==> config.mk <==
export PLATFORM = sky130hd
export DESIGN_NAME = sgf_spindle_flags
export DESIGN_NICKNAME = d
export VERILOG_FILES = /design/src/include/sgf_pkg.sv /design/src/design/sgf_spindle_flags.sv
export SDC_FILE = /design/constraint.sdc
export NUM_CORES = 1
export LEC_CHECK = 0
export BUFFER_PORTS_ARGS = -buffer_cell sky130_fd_sc_hd__buf_2
export CORE_ASPECT_RATIO = 1.4
export CORE_MARGIN = 2
export CORE_UTILIZATION = 55
export CTS_CLUSTER_DIAMETER = 120
export DETAILED_ROUTE_END_ITERATION = 7
export GPL_TIMING_DRIVEN = 1
export PLACE_DENSITY = 0.71
export SETUP_SLACK_MARGIN = 0.3
export SYNTH_ARGS = -nofsm -noshare
export SYNTH_HDL_FRONTEND = slang
export SYNTH_SLANG_ARGS = --single-unit
export TNS_END_PERCENT = 5
==> constraint.sdc <==
create_clock -name hclk -period 10.8 [get_ports hclk]
set_input_delay 1.08 -clock hclk [delete_from_list [all_inputs] [get_ports hclk]]
set_output_delay 1.08 -clock hclk [all_outputs]
set_load 0.005 [all_outputs]
==> src/include/sgf_pkg.sv <==
// Constants, register map and types of the spindle gear and status flag block
package sgf_pkg;
  // Register byte offsets
  localparam logic [7:0] OFS_CTRL  = 8'h00;
  localparam logic [7:0] OFS_SCODE = 8'h04;
  localparam logic [7:0] OFS_SMAX0 = 8'h08;
  localparam logic [7:0] OFS_UGEAR = 8'h18;
  localparam logic [7:0] OFS_ACMD  = 8'h1C;
  localparam logic [7:0] OFS_AMAX  = 8'h20;
  localparam logic [7:0] OFS_AMIN  = 8'h24;
  localparam logic [7:0] OFS_FBMAX = 8'h28;
  localparam logic [7:0] OFS_FBMIN = 8'h2C;
  localparam logic [7:0] OFS_RATED = 8'h30;
  localparam logic [7:0] OFS_VPCT  = 8'h34;
  localparam logic [7:0] OFS_FLAGS = 8'h38;
  localparam logic [7:0] OFS_ISTAT = 8'h3C;
  localparam logic [7:0] OFS_IMASK = 8'h40;
  localparam int         ADDR_LSB  = 2;
  localparam int         NSTAGE    = 4;
  // Widths
  localparam int SW  = 16;
  localparam int PW  = 7;
  localparam int CW  = 8;
  localparam int NFL = 8;
  localparam int PRW = 24;
  // Control bits
  localparam int CTRL_AUTO = 0;
  localparam int CTRL_LINK = 1;
  // Flag and status bit positions
  localparam int FL_STB = 0;
  localparam int FL_NOG = 1;
  localparam int FL_ILL = 2;
  localparam int FL_CLP = 3;
  localparam int FL_OVR = 4;
  localparam int FL_UND = 5;
  localparam int FL_CUR = 6;
  localparam int FL_VDT = 7;
  // Limits and reset values
  localparam logic [2:0]    GEAR_NUM_MAX = 3'h4;
  localparam logic [PW-1:0] PCT_MIN      = 7'h01;
  localparam logic [PW-1:0] PCT_MAX      = 7'h78;
  localparam logic [PW-1:0] PCT_DEF      = 7'h0A;
  localparam logic [PW-1:0] PCT_SCALE    = 7'h64;
  localparam logic [CW-1:0] CUR_NEAR     = 8'h6E;
  localparam logic [SW-1:0] SPD_RST_MAX  = 16'hFFFF;
  localparam logic [SW-1:0] SPD_RST_MIN  = 16'h0000;
  localparam logic [2:0]    HSIZE_WORD   = 3'h2;
  localparam logic [1:0]    HRESP_OKAY   = 2'h0;
  // Bus phase tracker
  typedef enum logic [1:0] {
    SGF_IDLE = 2'b00,
    SGF_WR   = 2'b01,
    SGF_RDW  = 2'b10,
    SGF_RDD  = 2'b11
  } sgf_bus_t;
endpackage

==> src/design/sgf_spindle_flags.sv <==
// Spindle gear code and status flag generator with AHB-Lite registers
`timescale 1ns/1ns
`default_nettype none
module sgf_spindle_flags (
  // Clock, reset, scan enable
  input  wire logic                     hclk,
  input  wire logic                     hresetn,
  input  wire logic                     ce,
  // AHB-Lite slave
  input  wire logic                     hsel,
  input  wire logic [31:0]              haddr,
  input  wire logic [1:0]               htrans,
  input  wire logic                     hwrite,
  input  wire logic [2:0]               hsize,
  input  wire logic [31:0]              hwdata,
  input  wire logic                     hready,
  output logic                          hreadyout,
  output logic [1:0]                    hresp,
  output logic [31:0]                   hrdata,
  // Drive feedback pins, asynchronous
  input  wire logic [sgf_pkg::SW-1:0]   speed_fb,
  input  wire logic [sgf_pkg::CW-1:0]   current_pct,
  // Sequence program handshake
  input  wire logic                     code_finish,
  output logic                          spindle_code_strobe,
  output logic                          gear_code_low_bit,
  output logic                          gear_code_high_bit,
  output logic                          no_gear_match_flag,
  // Status flags
  output logic                          gear_number_illegal_flag,
  output logic                          analog_command_clamped_flag,
  output logic                          speed_above_max_flag,
  output logic                          speed_below_min_flag,
  output logic                          current_near_limit_flag,
  output logic                          speed_below_setpoint_flag,
  output logic [sgf_pkg::SW-1:0]        analog_cmd_out,
  output logic                          irq
);

  // Lowest stage whose limit covers the code wins; bit 2 marks a match
  function automatic logic [2:0] gear_sel(input logic [sgf_pkg::SW-1:0] s,
                                          input logic [3:0][sgf_pkg::SW-1:0] lim);
    logic [2:0] r;
    r = 3'h0;
    for (int i = sgf_pkg::NSTAGE - 1; i >= 0; i--)
    begin
      if (s <= lim[i])
      begin
        r = {1'b1, i[1:0]};
      end
    end
    return r;
  endfunction

  // State
  sgf_pkg::sgf_bus_t               st_q;
  logic [7:0]                      addr_q;
  logic [1:0]                      ctrl_q;
  logic [sgf_pkg::SW-1:0]          scode_q;
  logic [3:0][sgf_pkg::SW-1:0]     smax_q;
  logic [2:0]                      ugear_q;
  logic [sgf_pkg::SW-1:0]          acmd_q;
  logic [sgf_pkg::SW-1:0]          amax_q;
  logic [sgf_pkg::SW-1:0]          amin_q;
  logic [sgf_pkg::SW-1:0]          fbmax_q;
  logic [sgf_pkg::SW-1:0]          fbmin_q;
  logic [sgf_pkg::SW-1:0]          rated_q;
  logic [sgf_pkg::PW-1:0]          vpct_q;
  logic [sgf_pkg::NFL-1:0]         flags_q;
  logic [sgf_pkg::NFL-1:0]         istat_q;
  logic [sgf_pkg::NFL-1:0]         imask_q;
  logic [1:0]                      gear_q;
  logic [sgf_pkg::SW-1:0]          fb_m_q;
  logic [sgf_pkg::SW-1:0]          fb_s_q;
  logic [sgf_pkg::CW-1:0]          cur_m_q;
  logic [sgf_pkg::CW-1:0]          cur_s_q;
  logic [31:0]                     hrdata_q;

  // Bus decode
  wire        acc     = ce & hsel & hready & htrans[1] & (hsize == sgf_pkg::HSIZE_WORD);
  wire        wr_en   = ce & (st_q == sgf_pkg::SGF_WR);
  wire        rd_ld   = ce & (st_q == sgf_pkg::SGF_RDW);
  wire        wr_scd  = wr_en & (addr_q == sgf_pkg::OFS_SCODE);
  wire        rd_clr  = rd_ld & (addr_q == sgf_pkg::OFS_ISTAT);
  wire [2:0]  gsel    = gear_sel(hwdata[sgf_pkg::SW-1:0], smax_q);
  wire        auto_is = wr_scd & ctrl_q[sgf_pkg::CTRL_AUTO];
  wire [sgf_pkg::PW-1:0] pct_wr = hwdata[sgf_pkg::PW-1:0];
  wire        pct_ok  = (pct_wr >= sgf_pkg::PCT_MIN) & (pct_wr <= sgf_pkg::PCT_MAX);
  wire        link    = ctrl_q[sgf_pkg::CTRL_LINK];

  // Flag conditions; the feedback ones compare the synchronised fb_s_q and cur_s_q
  wire [sgf_pkg::PRW-1:0] fb_scaled  = sgf_pkg::PRW'(fb_s_q) * sgf_pkg::PRW'(sgf_pkg::PCT_SCALE);
  wire [sgf_pkg::PRW-1:0] thr_scaled = sgf_pkg::PRW'(rated_q) * sgf_pkg::PRW'(vpct_q);
  wire        c_ill = ugear_q > sgf_pkg::GEAR_NUM_MAX;
  wire        c_hi  = acmd_q > amax_q;
  wire        c_lo  = acmd_q < amin_q;
  wire        c_ovr = fb_s_q > fbmax_q;
  wire        c_und = fb_s_q < fbmin_q;
  wire        c_cur = link & (cur_s_q >= sgf_pkg::CUR_NEAR);
  wire        c_vdt = link & (fb_scaled < thr_scaled);
  // Strobe wins over finish when both land in one cycle
  wire        stb_d = wr_scd | (flags_q[sgf_pkg::FL_STB] & ~code_finish);
  wire        nog_d = auto_is ? ~gsel[2] : (flags_q[sgf_pkg::FL_NOG] & stb_d);
  wire [sgf_pkg::NFL-1:0] flags_d = {c_vdt, c_cur, c_und, c_ovr,
                                     c_hi | c_lo, c_ill, nog_d, stb_d};
  // Events are rising edges of each flag
  wire [sgf_pkg::NFL-1:0] ev      = flags_d & ~flags_q;
  wire [sgf_pkg::NFL-1:0] istat_d = (istat_q & ~{sgf_pkg::NFL{rd_clr}}) | ev;

  // Register read selection
  function automatic logic [31:0] reg_read(input logic [7:0] a);
    logic [31:0] r;
    r = 32'h0000_0000;
    case (a)
      sgf_pkg::OFS_CTRL:  r = 32'(ctrl_q);
      sgf_pkg::OFS_SCODE: r = 32'(scode_q);
      sgf_pkg::OFS_UGEAR: r = 32'(ugear_q);
      sgf_pkg::OFS_ACMD:  r = 32'(acmd_q);
      sgf_pkg::OFS_AMAX:  r = 32'(amax_q);
      sgf_pkg::OFS_AMIN:  r = 32'(amin_q);
      sgf_pkg::OFS_FBMAX: r = 32'(fbmax_q);
      sgf_pkg::OFS_FBMIN: r = 32'(fbmin_q);
      sgf_pkg::OFS_RATED: r = 32'(rated_q);
      sgf_pkg::OFS_VPCT:  r = 32'(vpct_q);
      sgf_pkg::OFS_FLAGS: r = 32'({gear_q, flags_q});
      sgf_pkg::OFS_ISTAT: r = 32'(istat_q);
      sgf_pkg::OFS_IMASK: r = 32'(imask_q);
      default:
      begin
        for (int i = 0; i < sgf_pkg::NSTAGE; i++)
        begin
          if (a == sgf_pkg::OFS_SMAX0 + 8'(i << sgf_pkg::ADDR_LSB))
          begin
            r = 32'(smax_q[i]);
          end
        end
      end
    endcase
    return r;
  endfunction

  // Reads take one wait state so a write just before is already visible
  always_ff @(posedge hclk or negedge hresetn)
  begin
    if (!hresetn)
    begin
      st_q   <= sgf_pkg::SGF_IDLE;
      addr_q <= 8'h00;
    end
    else if (ce)
    begin
      case (st_q)
        sgf_pkg::SGF_RDW: st_q <= sgf_pkg::SGF_RDD;
        sgf_pkg::SGF_IDLE,
        sgf_pkg::SGF_WR,
        sgf_pkg::SGF_RDD:
        begin
          if (acc)
          begin
            st_q   <= hwrite ? sgf_pkg::SGF_WR : sgf_pkg::SGF_RDW;
            addr_q <= haddr[7:0];
          end
          else
          begin
            st_q <= sgf_pkg::SGF_IDLE;
          end
        end
        default: st_q <= sgf_pkg::SGF_IDLE;
      endcase
    end
  end

  // Read data, loaded in the wait state; interrupt status is read-cleared in the flag block
  always_ff @(posedge hclk or negedge hresetn)
  begin
    if (!hresetn)
      hrdata_q <= 32'h0000_0000;
    else if (rd_ld)
      hrdata_q <= reg_read(addr_q);
  end

  // Control and parameter registers
  always_ff @(posedge hclk or negedge hresetn)
  begin
    if (!hresetn)
    begin
      ctrl_q  <= 2'b00;
      scode_q <= sgf_pkg::SPD_RST_MIN;
      ugear_q <= 3'h0;
      acmd_q  <= sgf_pkg::SPD_RST_MIN;
      amax_q  <= sgf_pkg::SPD_RST_MAX;
      amin_q  <= sgf_pkg::SPD_RST_MIN;
      fbmax_q <= sgf_pkg::SPD_RST_MAX;
      fbmin_q <= sgf_pkg::SPD_RST_MIN;
      rated_q <= sgf_pkg::SPD_RST_MAX;
      vpct_q  <= sgf_pkg::PCT_DEF;
      imask_q <= 8'h00;
    end
    else if (wr_en)
    begin
      case (addr_q)
        sgf_pkg::OFS_CTRL:  ctrl_q  <= hwdata[1:0];
        sgf_pkg::OFS_SCODE: scode_q <= hwdata[sgf_pkg::SW-1:0];
        sgf_pkg::OFS_UGEAR: ugear_q <= hwdata[2:0];
        sgf_pkg::OFS_ACMD:  acmd_q  <= hwdata[sgf_pkg::SW-1:0];
        sgf_pkg::OFS_AMAX:  amax_q  <= hwdata[sgf_pkg::SW-1:0];
        sgf_pkg::OFS_AMIN:  amin_q  <= hwdata[sgf_pkg::SW-1:0];
        sgf_pkg::OFS_FBMAX: fbmax_q <= hwdata[sgf_pkg::SW-1:0];
        sgf_pkg::OFS_FBMIN: fbmin_q <= hwdata[sgf_pkg::SW-1:0];
        sgf_pkg::OFS_RATED: rated_q <= hwdata[sgf_pkg::SW-1:0];
        sgf_pkg::OFS_VPCT:  vpct_q  <= pct_ok ? pct_wr : vpct_q;
        sgf_pkg::OFS_IMASK: imask_q <= hwdata[sgf_pkg::NFL-1:0];
        default: ;
      endcase
    end
  end

  // Four stage limits, one register each
  for (genvar g = 0; g < sgf_pkg::NSTAGE; g++)
  begin : g_smax
    always_ff @(posedge hclk or negedge hresetn)
    begin
      if (!hresetn)
        smax_q[g] <= sgf_pkg::SPD_RST_MAX;
      else if (wr_en && addr_q == sgf_pkg::OFS_SMAX0 + 8'(g << sgf_pkg::ADDR_LSB))
        smax_q[g] <= hwdata[sgf_pkg::SW-1:0];
    end
  end

  // Feedback pins cross in through two flops; words may tear for one scan
  always_ff @(posedge hclk or negedge hresetn)
  begin
    if (!hresetn)
    begin
      fb_m_q  <= sgf_pkg::SPD_RST_MIN;
      fb_s_q  <= sgf_pkg::SPD_RST_MIN;
      cur_m_q <= 8'h00;
      cur_s_q <= 8'h00;
    end
    else if (ce)
    begin
      fb_m_q  <= speed_fb;
      fb_s_q  <= fb_m_q;
      cur_m_q <= current_pct;
      cur_s_q <= cur_m_q;
    end
  end

  // Flags refreshed every scan; gear code latched only on an auto issue
  always_ff @(posedge hclk or negedge hresetn)
  begin
    if (!hresetn)
    begin
      flags_q <= 8'h00;
      gear_q  <= 2'b00;
      istat_q <= 8'h00;
    end
    else if (ce)
    begin
      flags_q <= flags_d;
      istat_q <= istat_d;
      if (auto_is)
        gear_q <= gsel[2] ? gsel[1:0] : gear_q;
    end
  end

  // Outputs
  assign hreadyout                   = st_q != sgf_pkg::SGF_RDW;
  assign hresp                       = sgf_pkg::HRESP_OKAY;
  assign hrdata                      = hrdata_q;
  assign spindle_code_strobe         = flags_q[sgf_pkg::FL_STB];
  assign gear_code_low_bit           = gear_q[0];
  assign gear_code_high_bit          = gear_q[1];
  assign no_gear_match_flag          = flags_q[sgf_pkg::FL_NOG];
  assign gear_number_illegal_flag    = flags_q[sgf_pkg::FL_ILL];
  assign analog_command_clamped_flag = flags_q[sgf_pkg::FL_CLP];
  assign speed_above_max_flag        = flags_q[sgf_pkg::FL_OVR];
  assign speed_below_min_flag        = flags_q[sgf_pkg::FL_UND];
  assign current_near_limit_flag     = flags_q[sgf_pkg::FL_CUR];
  assign speed_below_setpoint_flag   = flags_q[sgf_pkg::FL_VDT];
  assign irq                         = |(istat_q & imask_q);
  // Clamp is pure selection of registers; the registered flag agrees with the value one scan later
  assign analog_cmd_out = c_hi ? amax_q : (c_lo ? amin_q : acmd_q);
endmodule
`default_nettype wire

==> qor.yml <==
synthFlopType: "dfrtp_1"
synthMuxAreaShare_pct: 11.9
p_comb_share_pct: 31.9
fin_area_um2: 23100
dr.first_iter.drc_count: 1026
synthAdderAreaFrac_pct: 21.8
clkSlewWorstSetupHoldPaths_ns: 0.07
dp_cells: 2648
seqPwrFrac_pct: 38.5
grt_max_degree: 174
peakVddDrop_uv: 134
critPathTopFamily: "adder cells"
async_flop_share_pct: 100
avgSynthCellArea_um2: 9.99
timing.final.ws_setup_ns: 4.30
synth-compound-area-share_pct: 12.3
cp_num_buf_inv: 2
layout-drive-gt1-share_pct: 22.7
synth_top_family_by_area: "adder cells"
r2r_slack_ns: 4.30
synth-seq-cells: 286
place_congestion: 0.949
drv_cap: 0
clk-insertion-delay-late_ns: 0.59
netlist_instances: 2123
totalWireLength_mm: 54.2
ant_nets: 0
startpoint_type: "flip-flop"
drc: 0
first_pass_iters: 8
diodes: 0
synth_area_leaders: "dfrtp_1 20%, ha_1 14%, dfstp_2 14%"
seq_area_frac_synth_pct: 34.4
synth_xor_area_share_pct: 1.32
io_pins: 162
required_ns: 11.31
placementRows: 85
num_vias: 16200
cts.sinks: 286
port_buffers: 101
antenna_found_initial: 0
slew_violations: 0
internal-power_mw: 2.19
slowest_delay_ns: 0.72
dieHeight_um: 236
synth_area_um2: 21200
area_delta_synth_final_pct: 8.78
nNetsFinal: 2623
post_drt_wl_per_cell_um: 20.0
cts_buffers: 30
finalClockSkew_ns: 0.0108
yosysWarnings: 0
max_freq_mhz: 154
grt_pass1_wl_mm: 87.3
critPathMaxFanout: 18
core_um2: 38300
clk_path_buf_depth: 3
clkPwrFrac_pct: 29.6
die_w_um: 170
swShare_pct: 35.0
worst_setup_path_end_kind: "flip-flop"
status: "finished clean"
p_total_mw: 3.37
crit_type: "reg -> reg"
vias_per_cell: 5.98
cp.depth: 22
p_leak_nw: 11.0
cts-root-buf: "clkbuf_16"
hold_buffers: 0
setup_viol: 0
finalCritPeriodShare_pct: 60.2
cts_resized: 0
r2r_start: "vpct_q[5]$_DFFE_PN0P_"
place_hpwl_mm: 41.3
synthSimpleGateAreaFrac_pct: 11.3
cts_tree: "yes"
grt.total_usage_pct: 27.4
crit_path_frequent_cell: "fa_1"
ys_types: 65
rsz0062_at_grt: "no"
cts.htree.levels: 1
post-cts-setup-buffers: 0
dp_slack_ns: 4.30
crit_path_cell_trace: "and2_1 > fa_1 > fa_1 > fa_1 > inv_1 > fa_1 > inv_1 > ha_1 > a21o_1 > a211oi_1 > o21a_1 > o2bb2ai_1 > a2bb2oi_1 > o311ai_0 > a21oi_1 > xor2_1 > ha_1 > nor2b_1 > o21ai_0 > and4b_1 > o21ai_0 > o21ai_0"
r2r-end: "istat_q[7]$_DFFE_PN0P_"
synth_edf_count: 0
tightest_slew_ns: 1.10
yosysTopAreaCellShare_pct: 20.3
crit_path_end: "istat_q[7]$_DFFE_PN0P_"
powerDensity_nw_per_um2: 146
hold_path_class: "reg -> reg"
dpl-instance-area_um2: 22100
switchingPower_mw: 1.18
hold_violations: 0
initial_core_util_pct: 55.4
tns_ns: 0
gr-total-overflow: 0
ff2ff_path_depth: 22
holdPathStages: 2
yosys.area.top_type: "dfrtp_1"
dieArea_um2: 40200
grt_pass1_vias: 16800
cp.arrival_ns: 7.01
slowest_stage: "dfrtp_1"
slew_headroom_pct: 26.6
fin_cells: 2704
period_minus_slack_ns: 6.50
setup.worst_path.start: "vpct_q[5]$_DFFE_PN0P_"
## cells in the final DEF (no fill, tap or decap), types with 28 or more instances in the layout
cell / Yosys / routed
a21o_1: 39 / 39
ha_1: 241 / 241
inv_1: 275 / 275
dfrtp_1: 172 / 172
a22oi_1: 44 / 44
clkbuf_16: 0 / 30
nand4_1: 28 / 28
and2_1: 76 / 76
a222oi_1: 30 / 30
nand3_1: 40 / 40
fa_1: 80 / 80
dfstp_2: 114 / 114
o21ai_0: 98 / 98
buf_2: 1 / 100
nor2_1: 69 / 69
nand2_1: 215 / 215
a21oi_1: 63 / 62
mux2_2: 210 / 210
## cell type report
cell class | instances | area [µm²]
multi-input combinational | 1487 | 12500
timing repair buffer | 122 | 686
sequential | 286 | 7300
clock inverter | 12 | 87.6
clock buffer | 44 | 843
inverter | 275 | 1030
tap | 478 | 598
fill | 3247 | 15200
## layer usage
layer / wire length [µm] / global-route usage [%] / share of wire (%) / vias up
met5: 0 / 0 / 0 / -
met4: 2560 / 12.1 / 4.7 / 0
met3: 2450 / 3.12 / 4.5 / 137
met2: 28600 / 50.8 / 53 / 433
met1: 20600 / 31.5 / 38 / 8101
li1: - / - / - / 7493
## worst min path at each step
stage / startpoint / endpoint
after floorplan: scode_q[5]$_DFFE_PN0P_ / scode_q[5]$_DFFE_PN0P_
after global placement: scode_q[14]$_DFFE_PN0P_ / scode_q[14]$_DFFE_PN0P_
after detailed placement: scode_q[14]$_DFFE_PN0P_ / scode_q[14]$_DFFE_PN0P_
after CTS: scode_q[14]$_DFFE_PN0P_ / scode_q[14]$_DFFE_PN0P_
after global routing: scode_q[8]$_DFFE_PN0P_ / scode_q[8]$_DFFE_PN0P_
final: scode_q[14]$_DFFE_PN0P_ / scode_q[14]$_DFFE_PN0P_
## synth_stat cells, drive strengths merged (18+ instances only)
| master | n |
|---|---|
| nand4 | 28 |
| ha | 241 |
| nor2b | 18 |
| a22oi | 44 |
| o21ai | 117 |
| nand2 | 215 |
| buf | 25 |
| a21o | 39 |
| nor2 | 69 |
| dfstp | 114 |
| o21a | 20 |
| and2 | 76 |
| a21oi | 64 |
| xnor2 | 18 |
| inv | 275 |
| a222oi | 30 |
| dfrtp | 172 |
| mux2 | 210 |
| fa | 80 |
| clkbuf | 67 |
| nand3 | 40 |
## power by group through the flow
| stage | clock, mW | combinational (mW) | sequential, mW |
|---|---|---|---|
| 4_1_cts | 1.01 | 1.08 | 1.30 |
| 6_report | 0.997 | 1.08 | 1.30 |
| 3_5_place_dp | 0 | 1.07 | 1.31 |
| 3_3_place_gp | 0 | 1.03 | 1.31 |
| 5_1_grt | 1.06 | 1.23 | 1.31 |
| 2_1_floorplan | 0 | 0.769 | 1.27 |
## worst reg2reg max path: cells and delay by family (launching register included)
family,cells,cell delay (ns)
adders and majority gates,6,2.65
AOI/OAI and AO/OA,10,2.17
xor gates and xnor gates,1,0.20
and+or+nand+nor,3,0.60
buffers and inverters,2,0.09
DFF,1,0.72
## logic make-up after synthesis
group | count (synthesis)
compound gates | 390
simple gates | 500
mux | 226
xor+xnor | 32
fa+ha+maj | 321
other cells | 1
buf+inv | 367
flops | 286
## registers in the layout, summed over array words and instances (netlist names)
signal,flops
acmd_q,16
addr_q,8
amax_q,16
amin_q,16
ctrl_q,2
cur_m_q,7
cur_s_q,7
fb_m_q,16
fb_s_q,16
fbmax_q,16
fbmin_q,16
flags_q,8
gear_q,2
hrdata,16
imask_q,8
istat_q,8
rated_q,16
scode_q,16
smax_q,64
st_q,2
ugear_q,3
vpct_q,7
## through the flow
step / utilization, % / hold WS [ns]
detailed placement: 57.8 / 0.464
global placement: 57.8 / 0.458
CTS: 60.3 / 0.479
floorplan: - / 0.445
finish: 60.3 / 0.479
global route: 60.3 / 0.507
(Power assumes the default switching activity.)
